`config.mk`:
```
export PLATFORM = sky130hd
export DESIGN_NAME = sfe_flash_seq
export DESIGN_NICKNAME = d
export VERILOG_FILES = /design/src/sfe_flash_seq.v /design/src/sfe_sync.v /design/src/sfe_timer.v
export VERILOG_INCLUDE_DIRS = /design/src
export SDC_FILE = /design/constraint.sdc
export NUM_CORES = 1
export LEC_CHECK = 0
export ABC_AREA = 1
export BUFFER_PORTS_ARGS = -buffer_cell sky130_fd_sc_hd__buf_2
export CAP_MARGIN = 40
export CORE_MARGIN = 8
export CORE_UTILIZATION = 40
export CTS_CLUSTER_SIZE = 10
export DETAILED_ROUTE_END_ITERATION = 8
export HOLD_SLACK_MARGIN = 0.1
export REMOVE_ABC_BUFFERS = 1
export SLEW_MARGIN = 30
export SYNTH_ARGS = -nofsm -noshare
export SYNTH_HDL_FRONTEND = slang
export SYNTH_SLANG_ARGS = --single-unit
```
`constraint.sdc`:
```
create_clock -name mclk -period 2.95 [get_ports mclk]
set_input_delay 0.295 -clock mclk [delete_from_list [all_inputs] [get_ports mclk]]
set_output_delay 0.295 -clock mclk [all_outputs]
set_load 0.01 [all_outputs]
```
`src/sfe_regs.vh`:
```
// Constants for the serial flash erase, sleep and ID sequencer.
// Assumes a 40 MHz system clock; included by the sequencer files.
`ifndef SFE_REGS_VH
`define SFE_REGS_VH

// Instruction opcodes
`define SFE_OP_ERASE_64K 8'hd8
`define SFE_OP_WIPE_A 8'hc7
`define SFE_OP_WIPE_B 8'h60
`define SFE_OP_SLEEP_ENTRY 8'hb9
`define SFE_OP_WAKE_ID 8'hab
`define SFE_OP_MFR_DEV_ID 8'h90
`define SFE_OP_WRITE_UNLOCK 8'h06
`define SFE_OP_QUAD_ENTRY 8'h38
`define SFE_OP_QUAD_EXIT 8'hff

// Frame lengths in received bits
`define SFE_OPC_BITS 6'd8
`define SFE_ADDR_FRAME_BITS 6'd32
`define SFE_CNT_SAT 6'd63
`define SFE_CNT_SAT_LIM 6'd59

// Block number field inside the 24-bit address
`define SFE_BLK_HI 18
`define SFE_BLK_LO 16

// System clock period
`define SFE_CLK_NS 25

// Self-timed and power delays, figures in their own unit
`define SFE_T_ERASE64K_US 100000
`define SFE_T_WIPE_US 1000000
`define SFE_T_SLEEP_ENTRY_NS 3000
`define SFE_T_WAKE_NS 3000
`define SFE_T_WAKE_ID_NS 3000

// Cycle counts; all round down
`define SFE_ERASE64K_CYC (`SFE_T_ERASE64K_US * 1000 / `SFE_CLK_NS)
`define SFE_WIPE_CYC (`SFE_T_WIPE_US * 1000 / `SFE_CLK_NS)
`define SFE_SLEEP_ENTRY_CYC (`SFE_T_SLEEP_ENTRY_NS / `SFE_CLK_NS)
`define SFE_WAKE_CYC (`SFE_T_WAKE_NS / `SFE_CLK_NS)
`define SFE_WAKE_ID_CYC (`SFE_T_WAKE_ID_NS / `SFE_CLK_NS)

`endif

```
`src/sfe_flash_seq.v`:
```
// Serial flash instruction sequencer: 64KB block erase, whole-array erase,
// deep sleep entry and wake, legacy ID reads, write unlock, four-line mode.
// Assumes the SPI clock is well below a sixth of mclk; the array applies
// erases on the go pulses and ext_busy reports program/status-write cycles.
`timescale 1ns/1ps
`default_nettype none
`include "sfe_regs.vh"

module sfe_flash_seq #(
  parameter [31:0] ERASE64K_CYC = `SFE_ERASE64K_CYC,
  parameter [31:0] WIPE_CYC = `SFE_WIPE_CYC,
  parameter [7:0] DEV_ID = 8'h5a, // Arbitrary value
  parameter [7:0] MFR_ID = 8'ha5  // Arbitrary value
) (
  input wire mclk,
  input wire arst_n,
  input wire ce,
  input wire spi_cs_n,
  input wire spi_sclk,
  input wire [3:0] io_in,
  output wire [3:0] io_out,
  output wire [3:0] io_oe_n,
  input wire [3:0] protect_level_bits,
  input wire ext_busy,
  output wire busy_flag,
  output wire write_unlock_latch,
  output wire deep_sleep,
  output wire four_line_cmd_mode,
  output wire erase_64k_go,
  output wire [2:0] erase_block,
  output wire array_wipe_go
);

  // Power states
  localparam [1:0] PW_STBY = 2'd0;
  localparam [1:0] PW_ENTER = 2'd1;
  localparam [1:0] PW_SLEEP = 2'd2;
  localparam [1:0] PW_WAKE = 2'd3;

  // Short delays, cast to the timer width
  localparam [31:0] SLEEP_CYC = `SFE_SLEEP_ENTRY_CYC;
  localparam [31:0] WAKE_CYC = `SFE_WAKE_CYC;
  localparam [31:0] WAKE_ID_CYC = `SFE_WAKE_ID_CYC;

  // Synchronised pins
  wire s_cs_n; // Chip select, active low
  wire s_sclk; // Serial clock
  wire [3:0] s_io; // Data lines in

  sfe_sync #(.W(6)) u_sync (
    .mclk(mclk),
    .arst_n(arst_n),
    .ce(ce),
    .d({spi_cs_n, spi_sclk, io_in}),
    .q({s_cs_n, s_sclk, s_io})
  );

  reg sclk_d_q, cs_d_q; // Edge history of synchronised pins

  // Frame state
  reg [31:0] sh_q; // Received bits
  reg [5:0] cnt_q; // Received bit count, saturating
  reg [7:0] op_q; // Captured opcode
  reg out_ph_q; // Data-out phase of an ID read
  reg [15:0] out_sr_q; // Rotating ID pattern
  reg drive_q; // Output lines enabled
  reg [3:0] dout_q; // Output line values

  // Control state
  reg wel_q; // Write-unlock latch
  reg quad_q; // Four-line command mode
  reg [1:0] pw_q; // Power state
  reg busy_q; // Busy flag to the outside
  reg sleep_out_q; // Deep sleep indicator
  reg e64_go_q; // Block erase start pulse
  reg [2:0] blk_q; // Block being erased
  reg wipe_go_q; // Array erase start pulse

  // Timer controls and status
  wire erase_run, pw_done, erase_load, pw_load;
  wire [31:0] erase_val, pw_val;

  // Edge strobes
  wire sclk_rise = s_sclk & ~sclk_d_q;
  wire sclk_fall = ~s_sclk & sclk_d_q;
  wire cs_rise = s_cs_n & ~cs_d_q;

  // One or four bits per clock
  wire [5:0] step = quad_q ? 6'd4 : 6'd1;
  wire [31:0] sh_nx = quad_q ? {sh_q[27:0], s_io} : {sh_q[30:0], s_io[0]};
  wire [5:0] cnt_nx = (cnt_q > `SFE_CNT_SAT_LIM) ? `SFE_CNT_SAT : cnt_q + step;

  // Busy covers own erases and outside program/status-write cycles
  wire busy = erase_run | ext_busy;
  wire asleep = (pw_q != PW_STBY);
  wire idle = ~busy & ~asleep;
  wire [2:0] blk = sh_q[`SFE_BLK_HI:`SFE_BLK_LO];

  // Frame-length checks at the deselect edge
  wire len_opc = (cnt_q == `SFE_OPC_BITS);
  wire len_addr = (cnt_q == `SFE_ADDR_FRAME_BITS);

  // Protection: top blocks covered, doubling per level
  reg prot_hit;
  always @* begin
    prot_hit = 1'b0;
    case (protect_level_bits)
      4'd0: prot_hit = 1'b0; // Nothing covered
      4'd1: prot_hit = (blk == 3'd7);
      4'd2: prot_hit = (blk >= 3'd6);
      4'd3: prot_hit = (blk >= 3'd4);
      default: prot_hit = 1'b1; // Whole array covered
    endcase
  end

  // Decoded end-of-frame actions
  wire e64_go = cs_rise & (op_q == `SFE_OP_ERASE_64K) & len_addr
              & wel_q & idle & ~prot_hit;
  wire wipe_op = (op_q == `SFE_OP_WIPE_A) | (op_q == `SFE_OP_WIPE_B);
  wire wipe_go = cs_rise & wipe_op & len_opc
               & wel_q & idle & (protect_level_bits == 4'd0);
  wire wel_set = cs_rise & (op_q == `SFE_OP_WRITE_UNLOCK) & len_opc & idle;
  wire sleep_go = cs_rise & (op_q == `SFE_OP_SLEEP_ENTRY) & len_opc
                & idle;
  wire wake_go = cs_rise & (op_q == `SFE_OP_WAKE_ID) & ~busy
               & ((pw_q == PW_ENTER) | (pw_q == PW_SLEEP))
               & (cnt_q >= `SFE_OPC_BITS);
  wire quad_on = cs_rise & (op_q == `SFE_OP_QUAD_ENTRY) & len_opc & idle;
  wire quad_off = cs_rise & (op_q == `SFE_OP_QUAD_EXIT) & len_opc & idle & quad_q;

  // ID stream allowed only when no cycle runs
  wire id_ok = ~busy & ((op_q == `SFE_OP_WAKE_ID)
             | ((op_q == `SFE_OP_MFR_DEV_ID) & ~asleep));
  // Address bit zero picks which byte leads
  wire [15:0] id_pat = (op_q == `SFE_OP_WAKE_ID) ? {DEV_ID, DEV_ID} :
                       (sh_nx[0] ? {DEV_ID, MFR_ID} : {MFR_ID, DEV_ID});

  // Edge history; read only from second sync stage
  always @(posedge mclk or negedge arst_n) begin
    if (!arst_n) begin
      sclk_d_q <= 1'b1; // Same as the sync reset level: no false edge
      cs_d_q <= 1'b1;
    end else if (ce) begin
      sclk_d_q <= s_sclk;
      cs_d_q <= s_cs_n;
    end
  end

  // Serial frame engine
  always @(posedge mclk or negedge arst_n) begin
    if (!arst_n) begin
      sh_q <= 32'h0000_0000;
      cnt_q <= 6'h00;
      op_q <= 8'h00;
      out_ph_q <= 1'b0;
      out_sr_q <= 16'h0000;
      drive_q <= 1'b0;
      dout_q <= 4'h0;
    end else if (ce) begin
      if (s_cs_n) begin
        // Deselected: frame over, lines released
        cnt_q <= 6'h00;
        out_ph_q <= 1'b0;
        drive_q <= 1'b0;
      end else begin
        // Bits taken on rising edges until data-out starts
        if (sclk_rise && !out_ph_q) begin
          sh_q <= sh_nx;
          cnt_q <= cnt_nx;
          if (cnt_nx == `SFE_OPC_BITS) begin
            op_q <= sh_nx[7:0];
          end
          // Opcode plus three address or dummy bytes done
          if (cnt_nx == `SFE_ADDR_FRAME_BITS && id_ok) begin
            out_ph_q <= 1'b1;
            out_sr_q <= id_pat;
          end
        end
        // Output changes on falling edges, MSB first, repeating
        if (sclk_fall && out_ph_q) begin
          drive_q <= 1'b1;
          if (quad_q) begin
            dout_q <= out_sr_q[15:12];
            out_sr_q <= {out_sr_q[11:0], out_sr_q[15:12]};
          end else begin
            dout_q <= {2'b00, out_sr_q[15], 1'b0};
            out_sr_q <= {out_sr_q[14:0], out_sr_q[15]};
          end
        end
      end
    end
  end

  // Write-unlock latch and four-line mode
  always @(posedge mclk or negedge arst_n) begin
    if (!arst_n) begin
      wel_q <= 1'b0;
      quad_q <= 1'b0;
    end else if (ce) begin
      if (e64_go || wipe_go) begin
        // Cleared at start, well before the cycle ends
        wel_q <= 1'b0;
      end else if (wel_set) begin
        wel_q <= 1'b1;
      end
      if (quad_on) begin
        quad_q <= 1'b1;
      end else if (quad_off) begin
        quad_q <= 1'b0;
      end
    end
  end

  // Erase requests to the array
  assign erase_load = e64_go | wipe_go;
  assign erase_val = e64_go ? ERASE64K_CYC : WIPE_CYC;

  always @(posedge mclk or negedge arst_n) begin
    if (!arst_n) begin
      e64_go_q <= 1'b0;
      wipe_go_q <= 1'b0;
      blk_q <= 3'd0;
      busy_q <= 1'b0;
    end else if (ce) begin
      e64_go_q <= e64_go;
      wipe_go_q <= wipe_go;
      if (e64_go) begin
        blk_q <= blk;
      end
      // Also high on the start cycle so no gap shows
      busy_q <= busy | erase_load;
    end
  end

  sfe_timer #(.CW(32)) u_erase_tmr (
    .mclk(mclk),
    .arst_n(arst_n),
    .ce(ce),
    .load(erase_load),
    .load_val(erase_val),
    .run(erase_run),
    .done()
  );

  // Power delays: bare wake and wake with ID each use their own figure
  assign pw_load = sleep_go | wake_go;
  assign pw_val = sleep_go ? SLEEP_CYC :
                  (len_opc ? WAKE_CYC : WAKE_ID_CYC);

  sfe_timer #(.CW(32)) u_pw_tmr (
    .mclk(mclk),
    .arst_n(arst_n),
    .ce(ce),
    .load(pw_load),
    .load_val(pw_val),
    .run(),
    .done(pw_done)
  );

  // Power state; reset is power-up, so always standby
  always @(posedge mclk or negedge arst_n) begin
    if (!arst_n) begin
      pw_q <= PW_STBY;
      sleep_out_q <= 1'b0;
    end else if (ce) begin
      case (pw_q)
        PW_STBY: begin
          if (sleep_go) begin
            pw_q <= PW_ENTER;
          end
        end
        PW_ENTER: begin
          if (wake_go) begin
            pw_q <= PW_WAKE;
          end else if (pw_done) begin
            pw_q <= PW_SLEEP;
          end
        end
        PW_SLEEP: begin
          // Only the wake opcode is acted upon here
          if (wake_go) begin
            pw_q <= PW_WAKE;
          end
        end
        PW_WAKE: begin
          // Host keeps select high meanwhile; frames are ignored, except that a wake/ID read still streams the ID
          if (pw_done) begin
            pw_q <= PW_STBY;
          end
        end
        default: begin
          pw_q <= PW_STBY;
        end
      endcase
      sleep_out_q <= (pw_q == PW_SLEEP);
    end
  end

  // Pin drive: one line in single mode, all four in four-line mode
  assign io_out = dout_q;
  assign io_oe_n = drive_q ? (quad_q ? 4'h0 : 4'hd) : 4'hf;

  assign busy_flag = busy_q;
  assign write_unlock_latch = wel_q;
  assign deep_sleep = sleep_out_q;
  assign four_line_cmd_mode = quad_q;
  assign erase_64k_go = e64_go_q;
  assign erase_block = blk_q;
  assign array_wipe_go = wipe_go_q;

endmodule

`default_nettype wire

```
`src/sfe_sync.v`:
```
// Two-flop synchroniser bank for the SPI pins.
// Assumes inputs are asynchronous to mclk; only q may be read downstream.
`timescale 1ns/1ps
`default_nettype none

module sfe_sync #(
  parameter W = 6
) (
  input wire mclk,
  input wire arst_n,
  input wire ce,
  input wire [W-1:0] d,
  output wire [W-1:0] q
);

  reg [W-1:0] meta_q; // First stage, read only by the second
  reg [W-1:0] sync_q; // Second stage, safe to use

  // Plain two-stage capture
  always @(posedge mclk or negedge arst_n) begin
    if (!arst_n) begin
      meta_q <= {W{1'b1}};
      sync_q <= {W{1'b1}};
    end else if (ce) begin
      meta_q <= d;
      sync_q <= meta_q;
    end
  end

  assign q = sync_q;

endmodule

`default_nettype wire

```
`src/sfe_timer.v`:
```
// Down-counting delay timer for self-timed cycles and power delays.
// Assumes load is a one-cycle pulse from logic on mclk.
`timescale 1ns/1ps
`default_nettype none

module sfe_timer #(
  parameter CW = 32
) (
  input wire mclk,
  input wire arst_n,
  input wire ce,
  input wire load,
  input wire [CW-1:0] load_val,
  output wire run,
  output wire done
);

  reg [CW-1:0] cnt_q; // Cycles left

  // Load wins over counting
  always @(posedge mclk or negedge arst_n) begin
    if (!arst_n) begin
      cnt_q <= {CW{1'b0}};
    end else if (ce) begin
      if (load) begin
        cnt_q <= load_val;
      end else if (cnt_q != {CW{1'b0}}) begin
        cnt_q <= cnt_q - {{(CW-1){1'b0}}, 1'b1};
      end
    end
  end

  assign run = (cnt_q != {CW{1'b0}});
  // Last counting cycle; only meaningful while ce is high
  assign done = (cnt_q == {{(CW-1){1'b0}}, 1'b1}) & ce & ~load;

endmodule

`default_nettype wire

```
==> summary.txt <==
Global route
  – First-pass GRT wire length: 38,500 um
  – GR Util met2: 0.266
  – Largest net degree at the start of global routing: 73
  – Vias in the first global route: 7,648
  – GRT busiest layer: met2
  – Total gr overflow: 0
  – Total GRT Usage: 0.173
  – Met3 GRT Util: 0.0340
  – Routing usage on met1: 0.245
  – Initial antenna violation count: 1

Placed design
  – Area after DPL: 0.00933 mm^2
  – Final Wtd Congestion: 0.893
  – Placed cells: ~1,500
  – Port Buffers: 30
  – DPL Wire Length: 16,200 um

Die
  – Die height: about 170 um
  – Die X: 166 um
  – Die area: 0.0274 mm^2
  – Initial Util: 0.409
  – # rows: 54
  – Core area: 0.0219 mm^2
  – Ports: 31

Logic synthesis
  – Synth Flop Type: dfrtp_1
  – Synth area leaders: dfrtp_1 36%, nand2_1 14%, nor2_1 7.3%
  – Sequential fraction of the synthesis area: 0.405
  – Leading area contributor after synthesis: dfrtp_1
  – Avg Synthesized Cell Area: 7.32 um^2
  – Area share of the largest cell type after synthesis: 0.364
  – Post-synth EDFFs: 0
  – Post-Syn Instances: 1,222
  – Area of the mapped netlist: 0.00895 mm^2
  – Netlist cell types: 44
  – #FFs+latches synth: 144
  – Synthesis Warnings: 0
  – Post-synthesis async set-or-reset flop share: 1.00

Pwr
  – Comb pwr share: 0.383
  – Leakage power total: 4.81 nW
  – Clk pwr share: 0.248
  – PD cells: 862 mW/mm^2
  – Switching share of power: 0.424
  – Switching pwr: 3.65 mW
  – Peak supply drop: 0.000378 V
  – Seq pwr share: 0.368
  – Pint: 4.95 mW

Timing
  – Final setup vio count: 0
  – Endpoints failing hold: 0
  – Max frequency: 397 MHz
  – Final period util: 0.854
  – Slew Limit Fails: 0
  – Final Critical Period: between 2 and 3 ns
  – Skew final: 0.0144 ns
  – Unrepaired setup endpoints after global routing: false
  – Max-slew headroom: 0.518
  – Tightest Pin Transition: 0.721 ns

Layout
  – Fin util: 0.456
  – Ant. Diodes: 0
  – Final Non-Filler Cells: 1,546
  – Layout overhead on the synthesized area: 11.5%
  – Final instance area: 0.00998 mm^2
  – Fill cell count: around 2,200
  – Fin nets: 1,279
  – Layout cells sized above 1: 0.124

Route
  – WL/cell: 14.5 um
  – Routed Antenna Nets: 0
  – DRC viols: 0
  – Vias: roughly 7,900
  – WL final: 22,400 um
  – Pre-Repair DR Iteration Count: 5
  – Initial DRC Count: about 570
  – Vias/cell: 5.09

Worst setup path
  – Crit path to: op_q[1]
  – Worst path cell trace: clkinv_1 -> ha_1 -> ha_1 -> nand2_1 -> a21oi_1 -> xor2_1 -> nand2_1 -> nor3_1 -> nand3_1 -> nor2_1 -> a21oi_1
  – R2r endpoint: op_q[1]
  – Critical Path Fanout Max: 16
  – FF-to-FF path depth: 11
  – Max incr delay on CP: 0.42 ns
  – Setup CP Type: reg2reg
  – R2r startpoint: four_line_cmd_mode
  – Worst Setup End Kind: flip-flop
  – Timing startpoint of the critical path: four_line_cmd_mode
  – Crit path launch type: flip-flop
  – R2r setup slk: 0.43 ns
  – Critical path arrival: between 2 and 3 ns
  – Critical Path RT: 3.24 ns
  – Worst-path cell with the longest stage delay: nand3_1

Clock tree
  – Clk sinks: 144
  – CTS max path bufs: 2
  – Worst-Skew Late Latency: around 0.44 ns
  – CTS tree: built
  – Root Driver: clkbuf_16
  – CTS clk-pin slew, worst paths: around 0.070 ns
  – H-tree lvl count: 4
  – Post-CTS sizing: 0
  – Total CTS buffers: 17

Run
  – Max cap viols: 0

Min path
  – Hold path start: ce
  – Worst hold path type: in2reg

Run status
  – Status: finished clean
==> power by group through the flow <==
stage / Combinational [mW] / Clock, mW / Sequential, mW
after floorplan: 2.64 / 0 / 3.02
after global placement: 3.23 / 0 / 3.18
after detailed placement: 3.27 / 0 / 3.19
after CTS: 3.30 / 2.18 / 3.16
after global routing: 3.80 / 2.26 / 3.24
final: 3.30 / 2.13 / 3.17
==> metrics by stage <==
stage | worst slack [ns] | power (mW) | hold slack (ns) | setup TNS [ns]
finish | 0.429 | 8.60 | 0.169 | 0
global route | 0.0631 | 9.29 | 0.224 | 0
CTS | 0.407 | 8.64 | 0.167 | 0
detailed placement | 0.419 | 6.46 | 0.363 | 0
global placement | 0.552 | 6.41 | 0.371 | 0
floorplan | -0.496 | 5.65 | -0.000591 | -10.70
==> flip-flops by register name, indices dropped and copies added (netlist names), 2 cells and up <==
register / count
cnt_q: 6
erase_block: 3
io_out: 4
op_q: 8
out_sr_q: 16
pw_q: 2
sh_q: 19
u_erase_tmr.cnt_q: 32
u_pw_tmr.cnt_q: 32
u_sync.meta_q: 6
u_sync.q: 6
==> metal layers <==
metal / share of wire / routed length (um)
met1: 0.49 / 11000
met4: 0.012 / 272
met3: 0.047 / 1040
met5: 0.00076 / 17
met2: 0.45 / 10000
==> layout make-up <==
class                           instances  area, um^2  area share
Multi-Input combinational cell        930        4690       0.470
Timing Repair Buffer                   51         332      0.0332
Sequential cell                       144        3620       0.363
Clock buffer                           17         425      0.0426
Tap cell                              280         350      0.0351
Inverter                              109         412      0.0413
Clock inverter                         15         146      0.0147
==> how the worst min path moves through the flow <==
stage	end	slack (ns)	cells past startpoint
floorplan	array_wipe_go	-0.0006	0
global placement	sh_q[9]	0.37	1
detailed placement	erase_block[1]	0.36	1
CTS	sclk_d_q	0.17	3
global route	sclk_d_q	0.22	2
finish	sclk_d_q	0.17	2
==> cell usage in the layout (no fill, tap or decap), drive strengths merged, types with 17 or more instances in the layout <==
cell,instances
nand2,347
nor2,198
dfrtp,130
inv,116
o21ai,106
nand3,105
buf,44
xor2,37
nand4,30
nor3,20
xnor2,17
clkbuf,17
==> worst max-delay path, delay by kind of cell (launching register included) <==
family / cells / cell delay, ns
and+or+nand+nor: 5 / 1.00
adders and majority gates: 2 / 0.53
DFF: 1 / 0.38
buffers and inverters: 1 / 0.22
AOI/OAI and AO/OA: 2 / 0.13
xor gates and xnor gates: 1 / 0.13
==> repair_timing <==
action / in CTS / in global routing
hold buffers: 7 / 0
hold endpoints to repair: 72 / 0
setup buffers: 0 / 0
==> kinds of logic (layout without fill, tap and decap cells) <==
logic type,count (synthesis),in the layout,share of synthesized area
AOI/OAI and AO/OA,141,141,0.0927
and+or+nand+nor,711,711,0.348
muxes,12,12,0.0134
adders and majority gates,12,12,0.0168
xor gates and xnor gates,54,54,0.0529
DFF,144,144,0.405
buffers and inverters,148,192,0.0712
==> synthesized netlist by cell type, types with 14 or more instances <==
cell and instances:
inv_1 102, nor2_1 174, o21ai_1 18, nand4_1 30
xor2_1 37, clkbuf_1 20, xnor2_1 17, nand3_1 104
nand2_1 332, o21ai_0 73, o21ai_2 15, nor3_1 19
dfstp_2 14, nor2_2 18, dfrtp_1 130
(Power assumes the default switching activity.)
